[src/pch_pkg.sv]
// constants, register layout and helpers for the pci configuration header bank
// assumes byte-addressed configuration accesses carried as aligned dwords
// Functional notes
// - latency timer is a writable 8-bit count of clocks in bits 15..8
// - counter starts from zero upward when we assert frame as initiator
// - count reached before our transfer ends: finish once grant is withdrawn
// - writable 8-bit line size in bits 7..0 sizes line-type memory bursts
// - timer/line register at offset 0Ch, resets to zero, all 16 bits writable
// - self-test field, bits 15..8 at 0Eh, always reads zero
// - layout type field, bits 7..0 at 0Eh, always reads zero
// - layout/self-test register at offset 0Eh is read-only
// - window base reads FFFFF800 after all ones are written
// - window base bits 31..11 writable, hold the upper base address bits
// - window size bits 10..4 always read zero, meaning 2 Kbytes
// - bit 3 reads zero, window is not prefetchable
// - bits 2..1 read zero, 32-bit base placeable anywhere
// - bit 0 reads zero, window lives in memory space
// - window base at 10h resets to zero and decodes the register window
package pch_pkg;
   // register byte offsets
   localparam logic [7:0]  OFS_TENURE     = 8'h0C;
   localparam logic [7:0]  OFS_LAYOUT     = 8'h0E;
   localparam logic [7:0]  OFS_WINDOW     = 8'h10;
   // field positions
   localparam int          LAT_LSB        = 8;
   localparam int          LINE_LSB       = 0;
   localparam int          LAYOUT_LSB     = 16;
   localparam int          WIN_PTR_LSB    = 11;
   // reset and fixed values
   localparam logic [15:0] TENURE_RST     = 16'h0000;
   localparam logic [15:0] LAYOUT_VAL     = 16'h0000;
   localparam logic [20:0] WIN_PTR_RST    = 21'h000000;
   localparam logic [10:0] WIN_LOW_VAL    = 11'h000;
   localparam logic [31:0] WIN_ONES_READ  = 32'hFFFFF800;
   // bus commands that move whole cache lines, and the all-lanes byte enable
   localparam logic [3:0]  CMD_MEM_RD_MUL = 4'hC;
   localparam logic [3:0]  CMD_MEM_RD_LN  = 4'hE;
   localparam logic [3:0]  CMD_MEM_WR_INV = 4'hF;
   localparam logic [3:0]  BE_ALL_N       = 4'h0;

   // line-type commands take their length from the line size
   function automatic logic is_line_cmd(input logic [3:0] cmd);
      return (cmd == CMD_MEM_RD_MUL) || (cmd == CMD_MEM_RD_LN) || (cmd == CMD_MEM_WR_INV);
   endfunction : is_line_cmd

   // true when a dword access selects the dword holding this byte offset
   function automatic logic hits_dword(input logic [7:0] addr, input logic [7:0] ofs);
      return addr[7:2] == ofs[7:2];
   endfunction : hits_dword
endpackage : pch_pkg

[src/pch_cfg_if.sv]
// configuration values and initiator events shared among the bank's modules
// assumes one clock domain, driven by the top module
`timescale 1ns/1ps
interface pch_cfg_if;
   logic [7:0]  lat_value;
   logic [7:0]  line_len;
   logic [20:0] win_ptr;
   logic        frame_start;
   logic        frame_end;
   logic        lat_expired;

   modport bank   (output lat_value, output line_len, output win_ptr);
   modport timer  (input lat_value, input frame_start, input frame_end, output lat_expired);
   modport engine (input lat_value, input line_len, input lat_expired,
                   output frame_start, output frame_end);
   modport decode (input win_ptr);
endinterface : pch_cfg_if

[src/pch_lat_timer.sv]
// bus tenure counter for our own initiator transactions
// assumes frame_start and frame_end are one-cycle pulses from the engine
`timescale 1ns/1ps
module pch_lat_timer (
   // clock and reset
   input  wire logic core_clk,
   input  wire logic rst,
   // configuration and events
   pch_cfg_if.timer  cfg
);
   logic [7:0] count_ff;
   logic       active_ff;

   // tenure window opens at frame and closes at the final data phase
   always_ff @(posedge core_clk or posedge rst) begin
      if (rst) begin
         active_ff <= 1'b0;
      end else if (cfg.frame_start) begin
         active_ff <= 1'b1;
      end else if (cfg.frame_end) begin
         active_ff <= 1'b0;
      end
   end

   // counts up from zero; saturates so a long burst never wraps back under
   always_ff @(posedge core_clk or posedge rst) begin
      if (rst) begin
         count_ff <= 8'h00;
      end else if (cfg.frame_start) begin
         count_ff <= 8'h00;
      end else if (active_ff && (count_ff != 8'hFF)) begin
         count_ff <= count_ff + 8'h01;
      end
   end

   // a zero setting expires at once, as the bus expects
   assign cfg.lat_expired = active_ff && (count_ff >= cfg.lat_value);

   cnt_from_zero_a: assert property (@(posedge core_clk) disable iff (rst)
      cfg.frame_start |=> (count_ff == 8'h00) ##1 (count_ff == 8'h01 || cfg.frame_end))
      else $error("tenure count did not start from zero");
endmodule : pch_lat_timer

[src/pch_win_decode.sv]
// matches memory addresses against the programmed register window base
// assumes addresses arrive with a one-cycle valid strobe
`timescale 1ns/1ps
module pch_win_decode (
   // clock and reset
   input  wire logic        core_clk,
   input  wire logic        rst,
   // configuration
   pch_cfg_if.decode        cfg,
   // address to decode
   input  wire logic [31:0] mem_addr,
   input  wire logic        mem_valid,
   output logic             win_hit_ff
);
   // 2-Kbyte window: only the upper 21 bits take part
   always_ff @(posedge core_clk or posedge rst) begin
      if (rst) begin
         win_hit_ff <= 1'b0;
      end else begin
         win_hit_ff <= mem_valid && (mem_addr[31:pch_pkg::WIN_PTR_LSB] == cfg.win_ptr);
      end
   end

   win_hit_a: assert property (@(posedge core_clk) disable iff (rst)
      mem_valid && (mem_addr[31:11] == cfg.win_ptr) |=> win_hit_ff)
      else $error("window address not decoded");
endmodule : pch_win_decode

[src/pch_top.sv]
// configuration header bank: tenure/line register, layout register, window base,
// plus the initiator sequencer that honours tenure and line size
// assumes configuration strobes are one-cycle pulses and the bus is idle at grant
`timescale 1ns/1ps
module pch_top (
   // clock and reset
   input  wire logic        core_clk,
   input  wire logic        rst,
   // configuration access
   input  wire logic        cfg_rd,
   input  wire logic        cfg_wr,
   input  wire logic [7:0]  cfg_addr,
   input  wire logic [3:0]  cfg_be,
   input  wire logic [31:0] cfg_wdata,
   output logic [31:0]      cfg_rdata_ff,
   output logic             cfg_ack_ff,
   // initiator requests from the controller core
   input  wire logic        mst_req,
   input  wire logic [3:0]  mst_cmd,
   input  wire logic [31:0] mst_addr,
   input  wire logic [7:0]  mst_words,
   output logic             mst_busy_ff,
   output logic             mst_done_ff,
   output logic [7:0]       mst_left_ff,
   // bus arbitration and control pins
   input  wire logic        gnt_n,
   input  wire logic        trdy_n,
   output logic             req_n_ff,
   output logic             frame_n_ff,
   output logic             frame_oe_ff,
   output logic             irdy_n_ff,
   output logic             irdy_oe_ff,
   output logic [3:0]       cbe_n_ff,
   output logic             cbe_oe_ff,
   output logic [31:0]      ad_ff,
   output logic             ad_oe_ff,
   // register window decode
   input  wire logic [31:0] mem_addr,
   input  wire logic        mem_valid,
   output logic             win_hit_ff
);
   typedef enum logic [2:0] {
      PCH_IDLE,
      PCH_ARB,
      PCH_ADDR,
      PCH_DATA,
      PCH_RELEASE
   } pch_state_t;

   pch_cfg_if cfg ();

   logic [7:0]  lat_value_ff;
   logic [7:0]  line_len_ff;
   logic [20:0] win_ptr_ff;
   pch_state_t  state_ff;
   logic [7:0]  remain_ff;
   logic [7:0]  req_len_ff;
   logic [3:0]  cmd_ff;
   logic [31:0] addr_ff;
   logic        last_ff;
   logic        start_ff;
   logic        end_ff;
   logic        sel_tenure;
   logic        sel_window;
   logic        preempt;
   logic        xfer;
   logic [31:0] read_word;

   // bank outputs onto the shared carrier
   assign cfg.lat_value   = lat_value_ff;
   assign cfg.line_len    = line_len_ff;
   assign cfg.win_ptr     = win_ptr_ff;
   assign cfg.frame_start = start_ff;
   assign cfg.frame_end   = end_ff;

   assign sel_tenure = pch_pkg::hits_dword(cfg_addr, pch_pkg::OFS_TENURE);
   assign sel_window = pch_pkg::hits_dword(cfg_addr, pch_pkg::OFS_WINDOW);

   // latency timer byte, lane 1 of the 0Ch dword
   always_ff @(posedge core_clk or posedge rst) begin
      if (rst) begin
         lat_value_ff <= pch_pkg::TENURE_RST[15:8];
      end else if (cfg_wr && sel_tenure && cfg_be[1]) begin
         lat_value_ff <= cfg_wdata[pch_pkg::LAT_LSB +: 8];
      end
   end

   // line size byte, lane 0 of the 0Ch dword
   always_ff @(posedge core_clk or posedge rst) begin
      if (rst) begin
         line_len_ff <= pch_pkg::TENURE_RST[7:0];
      end else if (cfg_wr && sel_tenure && cfg_be[0]) begin
         line_len_ff <= cfg_wdata[pch_pkg::LINE_LSB +: 8];
      end
   end

   // window pointer; lanes 2..3 of the 0Ch dword hold the fixed layout word,
   // so a write there has no register to land in and is dropped
   always_ff @(posedge core_clk or posedge rst) begin
      if (rst) begin
         win_ptr_ff <= pch_pkg::WIN_PTR_RST;
      end else if (cfg_wr && sel_window) begin
         if (cfg_be[1]) begin
            win_ptr_ff[4:0] <= cfg_wdata[15:11];
         end
         if (cfg_be[2]) begin
            win_ptr_ff[12:5] <= cfg_wdata[23:16];
         end
         if (cfg_be[3]) begin
            win_ptr_ff[20:13] <= cfg_wdata[31:24];
         end
      end
   end

   // read mux; unmapped offsets read zero
   always_comb begin
      read_word = 32'h00000000;
      if (sel_tenure) begin
         read_word = {pch_pkg::LAYOUT_VAL, lat_value_ff, line_len_ff};
      end else if (sel_window) begin
         read_word = {win_ptr_ff, pch_pkg::WIN_LOW_VAL};
      end
   end

   // every access is acknowledged one cycle later, writes included
   always_ff @(posedge core_clk or posedge rst) begin
      if (rst) begin
         cfg_ack_ff   <= 1'b0;
         cfg_rdata_ff <= 32'h00000000;
      end else begin
         cfg_ack_ff   <= cfg_rd || cfg_wr;
         cfg_rdata_ff <= cfg_rd ? read_word : 32'h00000000;
      end
   end

   // tenure ran out and the arbiter took the grant away
   assign preempt = cfg.lat_expired && gnt_n && !last_ff;
   assign xfer    = (state_ff == PCH_DATA) && !trdy_n;

   // initiator sequencer: request, address phase, data phases, turnaround.
   // write data is outside this bank; ad is driven only during the address phase
   always_ff @(posedge core_clk or posedge rst) begin
      if (rst) begin
         state_ff    <= PCH_IDLE;
         req_n_ff    <= 1'b1;
         frame_n_ff  <= 1'b1;
         frame_oe_ff <= 1'b0;
         irdy_n_ff   <= 1'b1;
         irdy_oe_ff  <= 1'b0;
         cbe_n_ff    <= 4'h0;
         cbe_oe_ff   <= 1'b0;
         ad_ff       <= 32'h00000000;
         ad_oe_ff    <= 1'b0;
         remain_ff   <= 8'h00;
         req_len_ff  <= 8'h00;
         cmd_ff      <= 4'h0;
         addr_ff     <= 32'h00000000;
         last_ff     <= 1'b0;
         start_ff    <= 1'b0;
         end_ff      <= 1'b0;
         mst_busy_ff <= 1'b0;
         mst_done_ff <= 1'b0;
         mst_left_ff <= 8'h00;
      end else begin
         start_ff    <= 1'b0;
         end_ff      <= 1'b0;
         mst_done_ff <= 1'b0;
         case (state_ff)
            PCH_IDLE: begin
               frame_oe_ff <= 1'b0;
               irdy_oe_ff  <= 1'b0;
               cbe_oe_ff   <= 1'b0;
               if (mst_req) begin
                  state_ff    <= PCH_ARB;
                  req_n_ff    <= 1'b0;
                  mst_busy_ff <= 1'b1;
                  cmd_ff      <= mst_cmd;
                  addr_ff     <= mst_addr;
                  req_len_ff  <= (mst_words == 8'h00) ? 8'h01 : mst_words;
               end
            end
            PCH_ARB: begin
               if (!gnt_n) begin
                  state_ff    <= PCH_ADDR;
                  req_n_ff    <= 1'b1;
                  frame_n_ff  <= 1'b0;
                  frame_oe_ff <= 1'b1;
                  cbe_n_ff    <= cmd_ff;
                  cbe_oe_ff   <= 1'b1;
                  ad_ff       <= addr_ff;
                  ad_oe_ff    <= 1'b1;
                  start_ff    <= 1'b1;
                  // a zero line size falls back to the requested length
                  if (pch_pkg::is_line_cmd(cmd_ff) && (line_len_ff != 8'h00)) begin
                     remain_ff <= line_len_ff;
                  end else begin
                     remain_ff <= req_len_ff;
                  end
               end
            end
            PCH_ADDR: begin
               state_ff   <= PCH_DATA;
               irdy_n_ff  <= 1'b0;
               irdy_oe_ff <= 1'b1;
               ad_oe_ff   <= 1'b0;
               cbe_n_ff   <= pch_pkg::BE_ALL_N;
               if (remain_ff == 8'h01) begin
                  frame_n_ff <= 1'b1;
                  last_ff    <= 1'b1;
               end else begin
                  last_ff    <= 1'b0;
               end
            end
            PCH_DATA: begin
               if (xfer && last_ff) begin
                  state_ff    <= PCH_RELEASE;
                  irdy_n_ff   <= 1'b1;
                  end_ff      <= 1'b1;
                  mst_left_ff <= remain_ff - 8'h01;
               end else if (xfer) begin
                  remain_ff <= remain_ff - 8'h01;
                  if ((remain_ff == 8'h02) || preempt) begin
                     frame_n_ff <= 1'b1;
                     last_ff    <= 1'b1;
                  end
               end else if (preempt) begin
                  frame_n_ff <= 1'b1;
                  last_ff    <= 1'b1;
               end
            end
            PCH_RELEASE: begin
               // irdy was driven high last cycle and frame earlier; let go of frame, irdy and the byte enables now
               state_ff    <= PCH_IDLE;
               frame_oe_ff <= 1'b0;
               irdy_oe_ff  <= 1'b0;
               cbe_oe_ff   <= 1'b0;
               mst_busy_ff <= 1'b0;
               mst_done_ff <= 1'b1;
            end
            default: begin
               state_ff <= PCH_IDLE;
            end
         endcase
      end
   end

   pch_lat_timer u_lat_timer (
      .core_clk (core_clk),
      .rst      (rst),
      .cfg      (cfg.timer)
   );

   pch_win_decode u_win_decode (
      .core_clk   (core_clk),
      .rst        (rst),
      .cfg        (cfg.decode),
      .mem_addr   (mem_addr),
      .mem_valid  (mem_valid),
      .win_hit_ff (win_hit_ff)
   );

   lat_write_a: assert property (@(posedge core_clk) disable iff (rst)
      cfg_wr && sel_tenure && cfg_be[1] |=> lat_value_ff == $past(cfg_wdata[15:8]))
      else $error("latency byte not stored");

   line_write_a: assert property (@(posedge core_clk) disable iff (rst)
      cfg_wr && sel_tenure && cfg_be[0] |=> line_len_ff == $past(cfg_wdata[7:0]))
      else $error("line size byte not stored");

   tenure_reset_a: assert property (@(posedge core_clk)
      $fell(rst) |-> (lat_value_ff == 8'h00) && (line_len_ff == 8'h00) && (win_ptr_ff == 21'h0))
      else $error("bank not at reset value");

   layout_fixed_a: assert property (@(posedge core_clk) disable iff (rst)
      cfg_rd && sel_tenure |=> cfg_ack_ff && (cfg_rdata_ff[31:16] == 16'h0000))
      else $error("layout word not zero");

   win_low_zero_a: assert property (@(posedge core_clk) disable iff (rst)
      cfg_rd && sel_window |=> cfg_ack_ff && (cfg_rdata_ff[10:0] == 11'h000))
      else $error("window low bits not zero");

   win_ones_a: assert property (@(posedge core_clk) disable iff (rst)
      (cfg_wr && sel_window && (cfg_be == 4'hF) && (cfg_wdata == 32'hFFFFFFFF))
      ##1 !cfg_wr ##1 (cfg_rd && sel_window && !cfg_wr) |=> cfg_rdata_ff == 32'hFFFFF800)
      else $error("window sizing readback wrong");

   preempt_end_a: assert property (@(posedge core_clk) disable iff (rst)
      (state_ff == PCH_DATA) && preempt |=> frame_n_ff && last_ff)
      else $error("tenure expiry did not end frame");

   line_burst_a: assert property (@(posedge core_clk) disable iff (rst)
      (state_ff == PCH_ARB) && !gnt_n && pch_pkg::is_line_cmd(cmd_ff) && (line_len_ff != 8'h00)
      |=> remain_ff == $past(line_len_ff))
      else $error("line burst not sized by line size");

   frame_start_a: assert property (@(posedge core_clk) disable iff (rst)
      $fell(frame_n_ff) |-> start_ff && (state_ff == PCH_ADDR))
      else $error("frame without tenure start");
endmodule : pch_top

[config.mk]
export PLATFORM = sky130hd
export DESIGN_NAME = pch_top
export DESIGN_NICKNAME = d
export VERILOG_FILES = /design/src/pch_pkg.sv /design/src/pch_cfg_if.sv /design/src/pch_lat_timer.sv /design/src/pch_win_decode.sv /design/src/pch_top.sv
export SDC_FILE = /design/constraint.sdc
export NUM_CORES = 1
export LEC_CHECK = 0
export BUFFER_PORTS_ARGS = -buffer_cell sky130_fd_sc_hd__buf_2
export CORE_AREA = 2 2 213 131
export DETAILED_ROUTE_END_ITERATION = 16
export DIE_AREA = 0 0 215 133
export PLACE_DENSITY_LB_ADDON = 0.1
export SLEW_MARGIN = 20
export SYNTH_ARGS = -nofsm -noshare
export SYNTH_HDL_FRONTEND = slang
export SYNTH_HIERARCHICAL = 1
export SYNTH_SLANG_ARGS = --single-unit
[constraint.sdc]
create_clock -name core_clk -period 7 [get_ports core_clk]
set_input_delay 0.7 -clock core_clk [delete_from_list [all_inputs] [get_ports core_clk]]
set_output_delay 0.7 -clock core_clk [all_outputs]
set_load 0.005 [all_outputs]
==> results.txt <==
* Area of the mapped netlist: 0.00792 mm²
- Transition time at the pin with the least slew margin: 0.836 ns
- Critical path depth: 5
- TritonCTS created 17 clock buffers.
* Die Width: 215 µm
- R2r startpoint: u_lat_timer/count_ff[2]
- In this run the count of I/O pins placed on the die edge is 215.
- The tree built by TritonCTS fans out to 190 sinks.
* Number of buffers added to fix hold violations after cts: 0
- The synthesized design contains 190 register bits.
- Clock transition at the registers of the reported paths: 0.07 ns
- In this run the deepest clock path goes through 2 buffers.
- Overall Power: 3.71 mW
- The clock arrives with 0.0109 ns of skew.
- Type of the setup path with the least slack: in2reg
* Worst-path maximum fanout: 18
- Worst supply voltage drop on vdd: 0.178 mV
- STA classifies the critical path startpoint as an input port.
- Synthesis produced a netlist whose cell count is 681.
- In this run, distinct cell masters in the synthesized netlist total 54.
* Most area-consuming cells after synthesis: dfrtp_1 59%, mux2_2 11%, nand2_1 6.3%, xor2_1 2.7%, and3_1 2.4%
- Final weighted congestion of routability-driven global placement: 0.744
- Global routing used 4.05% of the available met3 tracks.
- Post-synthesis average cell area: 11.6 µm²
- For this run, the register share of the synthesized area comes to 60.1%.
- Starting DRT DRC Count: 199
- The H-tree generated during clock tree synthesis spans 4 levels.
* Final Max Tran Viols: 0
- Final hold analysis gives a worst-case slack of 0.174 ns.
- Setup violations remaining at the end of the flow were counted as 0.
- Share of layout cells above drive strength 1: 37.3%
- Port buffering added 201 buffers.
- Met2 GRT Util: 22.0%
- Number of enable flip-flop cells after synthesis: 0
- After legalization and detailed placement, the total HPWL measured 14700 µm.
- Number of routed nets with antenna violations: 0
- Classification of the worst-slack hold path: in2async
* Vias/cell: 4.43
* Depth of the most critical reg-to-reg path: 9
- Global routing used 15.4% of the available tracks.
* Critical path endpoint category: flop
- For this block, the via count after detailed routing is 5578.
- Global routing consumed, on the met1 layer, 22.4% of the routing resources.
- Gr busiest metal: met1
* Library cell with the largest summed area after synthesis: dfrtp_1
* Root buffer cell: clkbuf_16
- After clock tree synthesis, the setup repair step added 0 buffers.
- Maxcap violations: 0
- Total DRC errors in the routed layout: 0
* Signal arrival time at the worst endpoint: 2.83 ns
- The number of antenna violations at the first check in global routing was 3.
- Pin count of the biggest net entering global routing: 119
- Terminus of the critical flop-to-flop path: frame_n_ff
* Period minus WS final: 2.50 ns
- Buffers and inverters on the worst path: 1
- Final-layout setup total negative slack: 0 ns
- Wire length per cell after detailed routing: 16.6 µm
- Cell Rows: 47
* First-pass iteration count of the detailed router: 4
- Final worst-path cycle share: 35.7%
* Static leakage: 5.18 nW
- Status: finished, final reports clean
* Fraction of post-synthesis cell area in the top cell type by area: 59.1%
- The Yosys step of the flow raised 6 warnings.
- In this design, the largest share of critical-path delay is due to simple AND/OR/NAND/NOR gates.
- FMAX: 400 MHz
- The first global-routing pass estimated 33600 µm of wire.
* Crit path required time: 7.33 ns
* Register-to-register setup slack: 4.81 ns
- Slew Limit Headroom: 44.3%
- Async set or reset register ratio after synthesis: 100%
* Cell with the largest stage delay on the worst path: nor3_4
* Number of nets in the layout: 1016
* Power density of the placed cells: 374 mW/mm²
- The initial utilization of the core area, before any placement, comes to 29.4%.
* TritonCTS clock tree: built
- Congestion Overflow GR: 0
- Number of global-route vias before repair: 5750
- Setup repair after global routing left no endpoint under its margin.
- Traced cell by cell, the critical path runs through buf_2, or3_1, nor3_4, and3_1, mux2_2.
* Die ar.: 0.0286 mm²
* Count of non-filler cells in the finished layout: 1258
- At the end of the flow the core is filled with cells to 36.8%.
- Area growth, synth to finish: 25.2%
- The final hold violation count came to 0.
- Insertion delay to the later sink of the worst-skew pair: 0.44 ns
- Once placement completed, the tool counted placed cells totaling 1224.
- DIE HEIGHT: 133 µm
- Ys flop type: dfrtp_1
* Delay of the slowest cell on the worst path: 0.63 ns
- Placeable core region: 0.0269 mm²
* Net count of the mapped netlist: 821
- Sum of routed wire length over all layers: 20900 µm
- Post-CTS repair changed the size of 0 cells.
stage by stage:
step / worst slack (ns) / area, µm²
after floorplan: 1.42 / 7920
after global placement: 3.78 / 9300
after detailed placement: 3.74 / 9300
after CTS: 4.22 / 9910
after global routing: 4.40 / 9910
final: 4.50 / 9920
cell usage in the layout (no fill, tap or decap), drive strengths merged, types with 5 or more instances in the layout:
cell | synthesis | final
buf | 16 | 206
dfrtp | 187 | 187
nand2 | 133 | 133
mux2 | 80 | 80
and3 | 30 | 30
inv | 27 | 29
xor2 | 24 | 24
nor2 | 21 | 21
clkbuf | 14 | 18
o21ai | 17 | 17
a21oi | 14 | 14
nand3 | 14 | 14
nor3 | 13 | 13
ha | 12 | 12
nor4 | 9 | 9
a22oi | 9 | 9
nor2b | 8 | 8
clkinv | 0 | 6
mux2i | 5 | 5
xnor2 | 5 | 5
cells in the mapped netlist, drive strengths merged, types with 4 or more instances:
| library cell | n |
|---|---|
| xor2 | 24 |
| o21ai | 17 |
| and3 | 30 |
| nor2 | 21 |
| nor4 | 9 |
| a21o | 4 |
| a22oi | 9 |
| inv | 27 |
| nor3 | 13 |
| clkbuf | 14 |
| mux2i | 5 |
| nor2b | 8 |
| a21oi | 14 |
| buf | 16 |
| nand3 | 14 |
| mux2 | 80 |
| dfrtp | 187 |
| ha | 12 |
| nand2 | 133 |
| a211oi | 4 |
| xnor2 | 5 |
flip-flops by register name, summed over array words and instances, names as in the netlist, 3 cells and up:
name	cells
cfg_rdata_ff	32
ad_ff	32
cfg.line_len	8
cmd_ff	4
req_len_ff	8
u_lat_timer/count_ff	8
cfg.win_ptr	21
cfg.lat_value	8
remain_ff	8
cbe_n_ff	4
state_ff	3
addr_ff	32
mst_left_ff	8
per-layer routing:
| layer | vias to the layer above | part of all wire, % |
|---|---|---|
| li1 | 2709 | - |
| met1 | 2767 | 51 |
| met2 | 77 | 44 |
| met3 | 21 | 3.8 |
| met4 | 4 | 1.6 |
| met5 | - | 0.11 |
kinds of logic after synthesis:
| group | after synthesis | synth area share, % |
|---|---|---|
| buffers and inverters | 57 | 3.00 |
| AOI/OAI and AO/OA | 64 | 5.20 |
| and+or+nand+nor | 244 | 14.6 |
| muxes | 85 | 12.0 |
| DFF | 190 | 60.1 |
| xor gates and xnor gates | 29 | 3.21 |
| adders and majority gates | 12 | 1.90 |
power breakdown:
group	internal (mW)	leakage, nW	switching, mW
combinational	0.479	2.46	0.545
sequential	1.44	2.43	0.233
clock	0.571	0.292	0.440
cell type report:
class | count | area (µm²)
Sequential cell | 190 | 4760
Tap cell | 367 | 459
Multi-Input combinational cell | 434 | 2940
Inverter | 27 | 109
Antenna cell | 2 | 5.00
Fill cell | 2750 | 17000
Clock buffer | 18 | 439
Clock inverter | 14 | 164
Timing Repair Buffer | 206 | 1040
how the worst max path moves through the flow:
stage                           start         endpoint  slack [ns]
after global placement    cfg_addr[5]  cfg.line_len[6]        3.78
after global routing      cfg_addr[5]  cfg.line_len[1]        4.40
after detailed placement  cfg_addr[5]  cfg.line_len[5]        3.74
after CTS                 cfg_addr[5]  cfg.line_len[6]        4.22
after floorplan                   rst         ad_ff[0]        1.42
final                     cfg_addr[5]  cfg.line_len[4]        4.50
(Power assumes the default switching activity.)
